$ cat src/rtl/smsp_pkg.sv
/*
 * smsp_pkg: register map, field positions, reset values and rate counts
 * for the serial master/slave port.
 * Assumes a 32-bit AXI4-Lite register bus, one byte register per word.
 */
package smsp_pkg;
    // register indices as printed; byte address is four times the index
    localparam logic [15:0] SMSP_IDX_CONTROL = 16'h0010;
    localparam logic [15:0] SMSP_IDX_STATUS  = 16'h0011;
    localparam logic [15:0] SMSP_IDX_DATA    = 16'h0012;
    localparam logic [7:0]  SMSP_ADDR_CONTROL = 8'h40;
    localparam logic [7:0]  SMSP_ADDR_STATUS  = 8'h44;
    localparam logic [7:0]  SMSP_ADDR_DATA    = 8'h48;

    // control register fields
    localparam int SMSP_CTL_RX_IRQ_EN = 7;
    localparam int SMSP_CTL_MASTER    = 5;
    localparam int SMSP_CTL_CLOCK_POLARITY      = 4;
    localparam int SMSP_CTL_CLOCK_PHASE      = 3;
    localparam int SMSP_CTL_WIRED_OR  = 2;
    localparam int SMSP_CTL_ENABLE    = 1;
    localparam int SMSP_CTL_TX_IRQ_EN = 0;
    localparam logic [7:0] SMSP_CTL_RESET = 8'h28;

    // status/control register fields
    localparam int SMSP_ST_RX_FULL  = 7;
    localparam int SMSP_ST_ERR_IE   = 6;
    localparam int SMSP_ST_OVERRUN  = 5;
    localparam int SMSP_ST_ROLE_FLT = 4;
    localparam int SMSP_ST_TX_EMPTY = 3;
    localparam int SMSP_ST_FAULT_EN = 2;
    localparam logic [7:0] SMSP_ST_RESET = 8'h08;
    localparam logic [7:0] SMSP_ST_WMASK = 8'h47;

    // half bit time in bus cycles for rate settings 0..3 (2, 8, 32, 128 per bit)
    localparam logic [6:0] SMSP_HALF_DIV2   = 7'h01;
    localparam logic [6:0] SMSP_HALF_DIV8   = 7'h04;
    localparam logic [6:0] SMSP_HALF_DIV32  = 7'h10;
    localparam logic [6:0] SMSP_HALF_DIV128 = 7'h40;

    localparam logic [1:0] SMSP_RESP_OKAY   = 2'h0;
    localparam logic [1:0] SMSP_RESP_SLVERR = 2'h2;
endpackage : smsp_pkg

$ cat src/rtl/smsp_edge.sv
/*
 * smsp_edge: registers the serial clock and select inputs once and flags
 * their edges for the slave shifter.
 * Assumes pins already synchronous to clk_i.
 */
`timescale 1ns/1ps
`default_nettype none
module smsp_edge (
    input  wire logic clk_i,       // bus clock
    input  wire logic reset_n_i,   // sync reset, active low
    input  wire logic sck_i,       // serial clock pin level
    input  wire logic sel_n_i,     // select pin level
    output logic      sck_rise_o,  // rising edge seen
    output logic      sck_fall_o,  // falling edge seen
    output logic      sel_fall_o   // select went low
);
    logic sck_q, sel_q;
    logic next_sck_q, next_sel_q;

    // previous levels; reset to idle so enable does not fake an edge
    always_comb begin
        next_sck_q = sck_i;
        next_sel_q = sel_n_i;
    end

    always_ff @(posedge clk_i) begin
        if (!reset_n_i) begin
            sck_q <= 1'b0;
            sel_q <= 1'b1;
        end else begin
            sck_q <= next_sck_q;
            sel_q <= next_sel_q;
        end
    end

    assign sck_rise_o = sck_i & ~sck_q;
    assign sck_fall_o = ~sck_i & sck_q;
    assign sel_fall_o = ~sel_n_i & sel_q;
endmodule : smsp_edge // smsp_edge
`default_nettype wire

$ cat src/rtl/smsp_port.sv
/*
 * smsp_port: full-duplex serial port, master or slave, with control,
 * status/control and data registers on an AXI4-Lite slave.
 * Assumes link pins synchronous to clk_i; pin muxing lies outside.
 */
`timescale 1ns/1ps
`default_nettype none
module smsp_port
    import smsp_pkg::*;
(
    input  wire logic        clk_i,          // bus clock, 100 MHz
    input  wire logic        reset_n_i,      // sync reset, active low
    input  wire logic [7:0]  s_axi_awaddr,   // write address
    input  wire logic        s_axi_awvalid,  // write address valid
    output logic             s_axi_awready,  // write address ready
    input  wire logic [31:0] s_axi_wdata,    // write data
    input  wire logic [3:0]  s_axi_wstrb,    // write strobes
    input  wire logic        s_axi_wvalid,   // write data valid
    output logic             s_axi_wready,   // write data ready
    output logic [1:0]       s_axi_bresp,    // write response
    output logic             s_axi_bvalid,   // write response valid
    input  wire logic        s_axi_bready,   // write response ready
    input  wire logic [7:0]  s_axi_araddr,   // read address
    input  wire logic        s_axi_arvalid,  // read address valid
    output logic             s_axi_arready,  // read address ready
    output logic [31:0]      s_axi_rdata,    // read data
    output logic [1:0]       s_axi_rresp,    // read response
    output logic             s_axi_rvalid,   // read data valid
    input  wire logic        s_axi_rready,   // read data ready
    input  wire logic        sclk_i,         // serial clock pin in
    output logic             sclk_o,         // serial clock pin out
    output logic             sclk_oe_o,      // serial clock drive enable
    input  wire logic        mosi_i,         // master-out line in
    output logic             mosi_o,         // master-out line out
    output logic             mosi_oe_o,      // master-out drive enable
    input  wire logic        miso_i,         // master-in line in
    output logic             miso_o,         // master-in line out
    output logic             miso_oe_o,      // master-in drive enable
    input  wire logic        select_n_i      // slave select, active low
);
    typedef enum logic [1:0] {SMSP_IDLE, SMSP_LEAD, SMSP_SHIFT} smsp_state_type;

    // registers
    logic [7:0] ctl, stat, rx_data, tx_buf, shreg;
    logic       tx_full, status_seen;
    logic [6:0] div_cnt;
    logic [3:0] half_cnt;
    logic       sck_lvl, rx_bit;
    smsp_state_type state;
    logic [7:0] next_ctl, next_stat, next_rx_data, next_tx_buf, next_shreg;
    logic       next_tx_full, next_status_seen;
    logic [6:0] next_div_cnt;
    logic [3:0] next_half_cnt;
    logic       next_sck_lvl, next_rx_bit;
    smsp_state_type next_state;

    // bus slave state
    logic       aw_hold, w_hold, bvalid, rvalid;
    logic [7:0] aw_addr, ar_data;
    logic [31:0] w_data;
    logic [3:0] w_strb;
    logic [1:0] bresp, rresp;
    logic       next_aw_hold, next_w_hold, next_bvalid, next_rvalid;
    logic [7:0] next_aw_addr, next_ar_data;
    logic [31:0] next_w_data;
    logic [3:0] next_w_strb;
    logic [1:0] next_bresp, next_rresp;

    logic sck_rise, sck_fall, sel_fall;
    logic wr_go, rd_go, wr_ctl, wr_stat, wr_data, rd_stat, rd_data;
    logic enabled, is_master, clock_phase, clock_polarity, slave_sel;
    logic rx_capture, tx_load;

    // true for the three mapped word addresses
    function automatic logic smsp_mapped(input logic [7:0] a);
        smsp_mapped = (a == SMSP_ADDR_CONTROL) || (a == SMSP_ADDR_STATUS) ||
                      (a == SMSP_ADDR_DATA);
    endfunction

    smsp_edge u_edge (
        .clk_i      (clk_i),
        .reset_n_i  (reset_n_i),
        .sck_i      (sclk_i),
        .sel_n_i    (select_n_i),
        .sck_rise_o (sck_rise),
        .sck_fall_o (sck_fall),
        .sel_fall_o (sel_fall)
    );

    assign enabled   = ctl[SMSP_CTL_ENABLE];
    assign is_master = ctl[SMSP_CTL_MASTER];
    assign clock_phase      = ctl[SMSP_CTL_CLOCK_PHASE];
    assign clock_polarity      = ctl[SMSP_CTL_CLOCK_POLARITY];
    assign slave_sel = enabled && !is_master && !select_n_i;

    // bus handshakes; address and data taken in either order
    assign s_axi_awready = !aw_hold && !bvalid;
    assign s_axi_wready  = !w_hold && !bvalid;
    assign s_axi_arready = !rvalid;
    assign wr_go = aw_hold && w_hold && !bvalid;
    assign rd_go = s_axi_arvalid && !rvalid;
    assign wr_ctl  = wr_go && w_strb[0] && (aw_addr == SMSP_ADDR_CONTROL);
    assign wr_stat = wr_go && w_strb[0] && (aw_addr == SMSP_ADDR_STATUS);
    assign wr_data = wr_go && w_strb[0] && (aw_addr == SMSP_ADDR_DATA);
    assign rd_stat = rd_go && (s_axi_araddr == SMSP_ADDR_STATUS);
    assign rd_data = rd_go && (s_axi_araddr == SMSP_ADDR_DATA);

    always_comb begin
        next_aw_hold = aw_hold;
        next_w_hold  = w_hold;
        next_aw_addr = aw_addr;
        next_w_data  = w_data;
        next_w_strb  = w_strb;
        next_bvalid  = bvalid;
        next_bresp   = bresp;
        next_rvalid  = rvalid;
        next_rresp   = rresp;
        next_ar_data = ar_data;
        if (s_axi_awvalid && s_axi_awready) begin
            next_aw_hold = 1'b1;
            next_aw_addr = s_axi_awaddr;
        end
        if (s_axi_wvalid && s_axi_wready) begin
            next_w_hold = 1'b1;
            next_w_data = s_axi_wdata;
            next_w_strb = s_axi_wstrb;
        end
        if (wr_go) begin
            next_aw_hold = 1'b0;
            next_w_hold  = 1'b0;
            next_bvalid  = 1'b1;
            next_bresp   = smsp_mapped(aw_addr) ? SMSP_RESP_OKAY : SMSP_RESP_SLVERR;
        end else if (bvalid && s_axi_bready) begin
            next_bvalid = 1'b0;
        end
        if (rd_go) begin
            next_rvalid = 1'b1;
            next_rresp  = smsp_mapped(s_axi_araddr) ? SMSP_RESP_OKAY : SMSP_RESP_SLVERR;
            if (s_axi_araddr == SMSP_ADDR_CONTROL) begin
                next_ar_data = ctl;
            end else if (s_axi_araddr == SMSP_ADDR_STATUS) begin
                next_ar_data = stat;
            end else if (s_axi_araddr == SMSP_ADDR_DATA) begin
                next_ar_data = rx_data;
            end else begin
                next_ar_data = 8'h00;
            end
        end else if (rvalid && s_axi_rready) begin
            next_rvalid = 1'b0;
        end
    end

    always_ff @(posedge clk_i) begin
        if (!reset_n_i) begin
            aw_hold <= 1'b0;
            w_hold  <= 1'b0;
            aw_addr <= 8'h00;
            w_data  <= 32'h0000_0000;
            w_strb  <= 4'h0;
            bvalid  <= 1'b0;
            bresp   <= SMSP_RESP_OKAY;
            rvalid  <= 1'b0;
            rresp   <= SMSP_RESP_OKAY;
            ar_data <= 8'h00;
        end else begin
            aw_hold <= next_aw_hold;
            w_hold  <= next_w_hold;
            aw_addr <= next_aw_addr;
            w_data  <= next_w_data;
            w_strb  <= next_w_strb;
            bvalid  <= next_bvalid;
            bresp   <= next_bresp;
            rvalid  <= next_rvalid;
            rresp   <= next_rresp;
            ar_data <= next_ar_data;
        end
    end

    assign s_axi_bvalid = bvalid;
    assign s_axi_bresp  = bresp;
    assign s_axi_rvalid = rvalid;
    assign s_axi_rresp  = rresp;
    assign s_axi_rdata  = {24'h00_0000, ar_data};

    // shift engine: master divider, slave edge follower, buffers and flags
    always_comb begin
        logic [6:0] half;
        logic       lead_edge, trail_edge, start, done;
        half = SMSP_HALF_DIV2;
        lead_edge = 1'b0;
        trail_edge = 1'b0;
        start = 1'b0;
        done = 1'b0;
        next_ctl = ctl;
        next_stat = stat;
        next_rx_data = rx_data;
        next_tx_buf = tx_buf;
        next_shreg = shreg;
        next_tx_full = tx_full;
        next_status_seen = status_seen;
        next_div_cnt = div_cnt;
        next_half_cnt = half_cnt;
        next_sck_lvl = sck_lvl;
        next_rx_bit = rx_bit;
        next_state = state;
        rx_capture = 1'b0;
        tx_load = 1'b0;
        case (stat[1:0])
            2'h0: half = SMSP_HALF_DIV2;
            2'h1: half = SMSP_HALF_DIV8;
            2'h2: half = SMSP_HALF_DIV32;
            default: half = SMSP_HALF_DIV128;
        endcase
        if (wr_ctl) begin
            next_ctl = w_data[7:0] & 8'hbf;
        end
        if (wr_stat) begin
            next_stat = (stat & ~SMSP_ST_WMASK) | (w_data[7:0] & SMSP_ST_WMASK);
        end
        // status read arms the clear; data read completes it
        if (rd_stat && stat[SMSP_ST_RX_FULL]) begin
            next_status_seen = 1'b1;
        end
        if (rd_data && status_seen) begin
            next_stat[SMSP_ST_RX_FULL] = 1'b0;
            next_stat[SMSP_ST_OVERRUN] = 1'b0;
            next_status_seen = 1'b0;
        end
        if (wr_data) begin
            next_tx_buf = w_data[7:0];
            next_tx_full = 1'b1;
            next_stat[SMSP_ST_TX_EMPTY] = 1'b0;
            next_ctl[SMSP_CTL_TX_IRQ_EN] = 1'b0;
        end
        // master contention: select low while mastering
        if (enabled && is_master && !select_n_i && stat[SMSP_ST_FAULT_EN]) begin
            next_stat[SMSP_ST_ROLE_FLT] = 1'b1;
        end
        // edge sources: master from divider, slave from pins
        if (is_master) begin
            if (state == SMSP_IDLE) begin
                next_div_cnt = 7'h00;
            end else if (div_cnt + 7'h01 >= half) begin
                next_div_cnt = 7'h00;
                if (state == SMSP_LEAD) begin
                    next_state = SMSP_SHIFT;
                    if (clock_phase) begin
                        lead_edge = 1'b1;
                    end
                end else if (sck_lvl == clock_polarity) begin
                    lead_edge = 1'b1;
                end else begin
                    trail_edge = 1'b1;
                end
            end else begin
                next_div_cnt = div_cnt + 7'h01;
            end
        end else if (slave_sel) begin
            // edges counted at bus rate, independent of rate bits
            lead_edge  = clock_polarity ? sck_fall : sck_rise;
            trail_edge = clock_polarity ? sck_rise : sck_fall;
        end
        if (state == SMSP_IDLE) begin
            // follow a polarity write at once; the idle level lags only a write made in the done cycle
            next_sck_lvl = next_ctl[SMSP_CTL_CLOCK_POLARITY];
            next_half_cnt = 4'h0;
            if (enabled && is_master && tx_full) begin
                start = 1'b1;
                next_state = SMSP_LEAD;
            end else if (slave_sel && (clock_phase ? lead_edge : sel_fall)) begin
                start = 1'b1;
                next_state = SMSP_SHIFT;
            end
            if (start && tx_full) begin
                tx_load = 1'b1;
            end
            if (start && !is_master && clock_phase) begin
                next_half_cnt = 4'h1;                                  // first edge counted
            end
        end else begin
            if (lead_edge || trail_edge) begin
                next_half_cnt = half_cnt + 4'h1;
                if (is_master) begin
                    next_sck_lvl = ~sck_lvl;
                end
            end
            // phase 0 samples on leading edge, phase 1 on trailing; the out
            // line moves on the other edge, bar the first phase 1 edge, so the far side sees it settled
            if ((clock_phase ? trail_edge : lead_edge)) begin
                next_rx_bit = is_master ? miso_i : mosi_i;
                if (half_cnt[3:1] == 3'h1 && stat[SMSP_ST_RX_FULL]) begin
                    next_stat[SMSP_ST_OVERRUN] = 1'b1;
                end
            end
            if (clock_phase ? (lead_edge && half_cnt != 4'h0) : trail_edge) begin
                next_shreg = {shreg[6:0], rx_bit};
            end
            if ((lead_edge || trail_edge) && half_cnt == 4'hf) begin
                done = 1'b1;
                if (clock_phase) begin
                    next_shreg = {shreg[6:0], next_rx_bit};             // no shift edge follows
                end
            end
            if (!is_master && !slave_sel) begin
                next_state = SMSP_IDLE;
            end
        end
        if (done) begin
            next_state = SMSP_IDLE;
            next_sck_lvl = clock_polarity;
            if (!stat[SMSP_ST_OVERRUN] && !next_stat[SMSP_ST_OVERRUN]) begin
                rx_capture = 1'b1;
                next_rx_data = next_shreg;
                next_stat[SMSP_ST_RX_FULL] = 1'b1;
            end
        end
        if (tx_load) begin
            next_shreg = tx_buf;
            next_tx_full = wr_data;
            next_stat[SMSP_ST_TX_EMPTY] = !wr_data;
        end
        if (!enabled) begin
            next_state = SMSP_IDLE;
            next_sck_lvl = next_ctl[SMSP_CTL_CLOCK_POLARITY];
        end
    end

    always_ff @(posedge clk_i) begin
        if (!reset_n_i) begin
            ctl <= SMSP_CTL_RESET;
            stat <= SMSP_ST_RESET;
            rx_data <= 8'h00;
            tx_buf <= 8'h00;
            shreg <= 8'h00;
            tx_full <= 1'b0;
            status_seen <= 1'b0;
            div_cnt <= 7'h00;
            half_cnt <= 4'h0;
            sck_lvl <= 1'b0;
            rx_bit <= 1'b0;
            state <= SMSP_IDLE;
        end else begin
            ctl <= next_ctl;
            stat <= next_stat;
            rx_data <= next_rx_data;
            tx_buf <= next_tx_buf;
            shreg <= next_shreg;
            tx_full <= next_tx_full;
            status_seen <= next_status_seen;
            div_cnt <= next_div_cnt;
            half_cnt <= next_half_cnt;
            sck_lvl <= next_sck_lvl;
            rx_bit <= next_rx_bit;
            state <= next_state;
        end
    end

    // pin drive: master drives clock and out line; selected slave drives in line
    assign sclk_o    = sck_lvl;
    assign sclk_oe_o = enabled && is_master;
    assign mosi_o    = shreg[7];
    assign mosi_oe_o = enabled && is_master;
    assign miso_o    = shreg[7];
    assign miso_oe_o = slave_sel;
    a_rx_clear_seq: assert property (@(posedge clk_i) disable iff (!reset_n_i)
        (stat[SMSP_ST_RX_FULL] && !status_seen && !rx_capture)
        |=> stat[SMSP_ST_RX_FULL])
        else $error("receive full cleared without status read");
    a_capture_flag: assert property (@(posedge clk_i) disable iff (!reset_n_i)
        rx_capture |=> stat[SMSP_ST_RX_FULL] && rx_data == $past(next_rx_data))
        else $error("capture did not set full with data");
    a_slave_quiet: assert property (@(posedge clk_i) disable iff (!reset_n_i)
        select_n_i |-> !miso_oe_o)
        else $error("unselected slave drives line");
    a_master_start: assert property (@(posedge clk_i) disable iff (!reset_n_i)
        (state == SMSP_LEAD) |-> ##[1:64] (state != SMSP_LEAD))
        else $error("master start too late");
    a_tx_irq_clear: assert property (@(posedge clk_i) disable iff (!reset_n_i)
        wr_data |=> !ctl[SMSP_CTL_TX_IRQ_EN])
        else $error("data write left tx irq enable set");
    a_idle_level: assert property (@(posedge clk_i) disable iff (!reset_n_i)
        (state == SMSP_IDLE && $past(state) == SMSP_IDLE) |-> sclk_o == clock_polarity)
        else $error("clock idle level wrong");
    a_overrun_keep: assert property (@(posedge clk_i) disable iff (!reset_n_i)
        stat[SMSP_ST_OVERRUN] |=> $stable(rx_data))
        else $error("byte captured during overrun");
    a_role_drive: assert property (@(posedge clk_i) disable iff (!reset_n_i)
        !ctl[SMSP_CTL_MASTER] |-> !sclk_oe_o && !mosi_oe_o)
        else $error("slave drives clock or out line");
endmodule : smsp_port // smsp_port
`default_nettype wire

$ cat config.mk
export PLATFORM = sky130hd
export DESIGN_NAME = smsp_port
export DESIGN_NICKNAME = d
export VERILOG_FILES = /design/src/rtl/smsp_pkg.sv /design/src/rtl/smsp_edge.sv /design/src/rtl/smsp_port.sv
export SDC_FILE = /design/constraint.sdc
export NUM_CORES = 1
export LEC_CHECK = 0
export BUFFER_PORTS_ARGS = -buffer_cell sky130_fd_sc_hd__buf_4
export CAP_MARGIN = 15
export CORE_MARGIN = 1.5
export CORE_UTILIZATION = 55
export CTS_BUF_LIST = sky130_fd_sc_hd__clkbuf_8
export DETAILED_ROUTE_END_ITERATION = 8
export PLACE_DENSITY = 0.82
export SYNTH_ARGS = -nofsm -noshare
export SYNTH_HDL_FRONTEND = slang
export SYNTH_SLANG_ARGS = --single-unit
$ cat constraint.sdc
create_clock -name clk_i -period 3.55 [get_ports clk_i]
set_input_delay 0.355 -clock clk_i [delete_from_list [all_inputs] [get_ports clk_i]]
set_output_delay 0.355 -clock clk_i [all_outputs]
set_load 0.05 [all_outputs]
==> results_dict.tcl <==
set metrics [dict create \
    layout_common_cells "dfxtp_1 (89), nand2_1 (75), a21oi_1 (62)" \
    hold_viol 0 \
    place_congestion 0.8348 \
    regArea_sq_um 1782 \
    diodes 0 \
    grt_start_max_net_pins 46 \
    synth_edf_count 0 \
    ioPinCount 110 \
    io_buffers 56 \
    synth_top_cell_by_area "dfxtp_1" \
    cts-htree-levels 3 \
    clk_pin_slew_ps 90 \
    num_rows 32 \
    seqPwrFrac_pct 54.2 \
    arrival_ps 3250 \
    wl_per_cell_um 14.14 \
    p_int_mw 1.342 \
    dp_hpwl_mm 6.682 \
    route.met2.wl_mm 4.412 \
    cp-start-kind "flip-flop" \
    placed_cells 656 \
    yosys.area_share.xor_xnor_pct 1.207 \
    rsz0062_at_grt "no" \
    synth-async-reset-ratio_pct 0 \
    synth_compound_area_share_pct 20.41 \
    tns_ps 0 \
    grt_pass1_wl_mm 16.02 \
    area_growth_syn_to_layout_pct 12.62 \
    route.detailed.drc 0 \
    finalPower_mw 1.912 \
    muxShareOfSynthArea_pct 7.416 \
    core_sq_um 7687 \
    finalCriticalPeriod_ps 3027 \
    syn_area_sq_um 4353 \
    cts_buffer_depth 2 \
    cap_violations 0 \
    switchingPower_mw 0.5701 \
    clock_sinks 89 \
    critical_path_class "flip-flop to flip-flop" \
    start_util_pct 56.62 \
    cts_setup_buffers 0 \
    hold_class "input port to flip-flop" \
    fin_cells 672 \
    holdWs_ps 155.6 \
    final_common_cell "dfxtp_1" \
    ys_types 58 \
    nets 635 \
    drt_iter0_drc 249 \
    synth_area_leaders "dfxtp_1 (41%), a21oi_1 (7.1%), mux2i_1 (6.9%)" \
    synth_ff_type "dfxtp_1" \
    dr.pass1.iters 5 \
    drive_gt1_share_pct 16.32 \
    drv_slew 0 \
    synth_top_family_by_area "compound AO/OA/AOI/OAI gates" \
    post-place-ws_ps 568.9 \
    fill_cells 649 \
    postCtsHoldBufs 0 \
    grtUsageTotal_pct 23.60 \
    setup_viol 0 \
    combPwrFrac_pct 10.8 \
    skew_ps 11.84 \
    yosys.area_share.simple_pct 19.86 \
    dieHeight_um 91.96 \
    p_per_area_nw_per_um2 390.1 \
    multiInputGateArea_sq_um 2313 \
    routed_via_density 5.573 \
    required_ps 3770 \
    wirelength_mm 9.503 \
    final_area_sq_um 4902 \
    grt_overflow_total 0 \
    ys_seq_area_share_pct 40.93 \
    cts_buffers 9 \
    crit_fanout 7 \
    fmax_mhz 330.3 \
    synthAdderAreaFrac_pct 2.012 \
    place_area_sq_um 4715 \
    synthCells 523 \
    end_kind "flip-flop" \
    ys_seq_elements 89 \
    outcome "completed" \
    yosysWarnings 0 \
    clk_latency_ps 380 \
    vias 3745 \
    netlist.area_leader.share_pct 40.93 \
    p_clk_share_pct 35.0 \
    ctsRootBufferMaster "clkbuf_8" \
    tightest_slew_ps 991.4 \
    avgSynthCellArea_sq_um 8.323 \
    leakagePower_nw 2.082 \
    antenna_found_initial 0 \
    top_layer "met4" \
    relSlewSlack_pct 33.61 \
    wl_met3_um 526 \
    ir_drop_v 0.0002751 \
    drtAntennaViolNets 0 \
    tritoncts "built" \
    grt_pass1_vias 3419 \
    layout_setup_ws_ps 522.6 \
    die_area_sq_um 8457 \
    fp.dieW_um 91.96 \
    swShare_pct 29.81 \
    postCtsResizedCells 0 \
    wl_met1_mm 4.381 \
    utilization_pct 63.77 \
    period_share_pct 85.28 \
]
[layer usage]
metal | global-route usage, % | vias up
li1 | - | 1851
met1 | 31.26 | 1739
met2 | 37.59 | 140
met3 | 3.566 | 15
met4 | 11.41 | 0
met5 | 0 | -
[area by class of cell]
cell class | instances | share of cell area, %
clock buffer | 9 | 2.527
clock inverter | 7 | 1.302
inverter | 11 | 0.8423
multi-input combinational | 394 | 47.19
sequential | 89 | 36.35
tap | 102 | 2.603
timing repair buffer | 60 | 9.188
[worst paths after layout]
check | end | startpoint | cells past startpoint | slack (ps)
max | shreg[5] | div_cnt[0] | 11 | 520
min | s_axi_rvalid | s_axi_rready | 2 | 160
max reg2reg | shreg[5] | div_cnt[0] | 11 | 520
min reg2reg | aw_addr[1] | aw_addr[1] | 2 | 450
[registers in the layout, summed over array words and instances, names as in the netlist, 4 cells and up]
name	count
div_cnt	7
w_data	8
half_cnt	4
ar_data	8
ctl	7
rx_data	8
tx_buf	8
shreg	8
stat	8
aw_addr	8
[power by group through the flow]
stage	Clock [mW]	Sequential [mW]	Combinational (mW)
5_1_grt	0.719	1.04	0.222
3_5_place_dp	0	1.06	0.206
6_report	0.669	1.04	0.207
2_1_floorplan	0	1.06	0.166
4_1_cts	0.677	1.04	0.206
3_3_place_gp	0	1.06	0.202
[critical path: stages, from the launching register on]
cell,delay (ps)
dfxtp_1,460
ha_1,270
nand3_1,190
nor2_1,180
xor2_1,220
ha_1,330
nand2_1,140
nor2_1,80
a21o_2,250
a22oi_4,330
mux2i_1,320
a21oi_1,110
[cells by family (layout without fill, tap and decap cells)]
family,after synthesis,after routing
and+or+nand+nor,186,186
xor gates and xnor gates,6,6
buffers and inverters,65,87
adders and majority gates,7,7
DFF,89,89
other,1,26
muxes,32,32
AOI/OAI and AO/OA,137,137
[synth_stat cells, types with 3 or more instances]
cell and number:
a211oi_1 6, a21o_1 3, a21oi_1 62, a22oi_1 10, and2_1 3, and3_1 3, buf_4 28, clkbuf_1 23
dfxtp_1 89, ha_1 7, inv_1 10, mux2i_1 30, nand2_1 75, nand2b_1 3, nand3_1 15, nand3b_1 3
nor2_1 53, nor2b_1 6, nor3_1 6, o21a_1 3, o21ai_0 30, o22ai_1 3, or3_1 5, xnor2_1 3
xor2_1 3
Note: power is estimated with default switching activity, not from simulation.
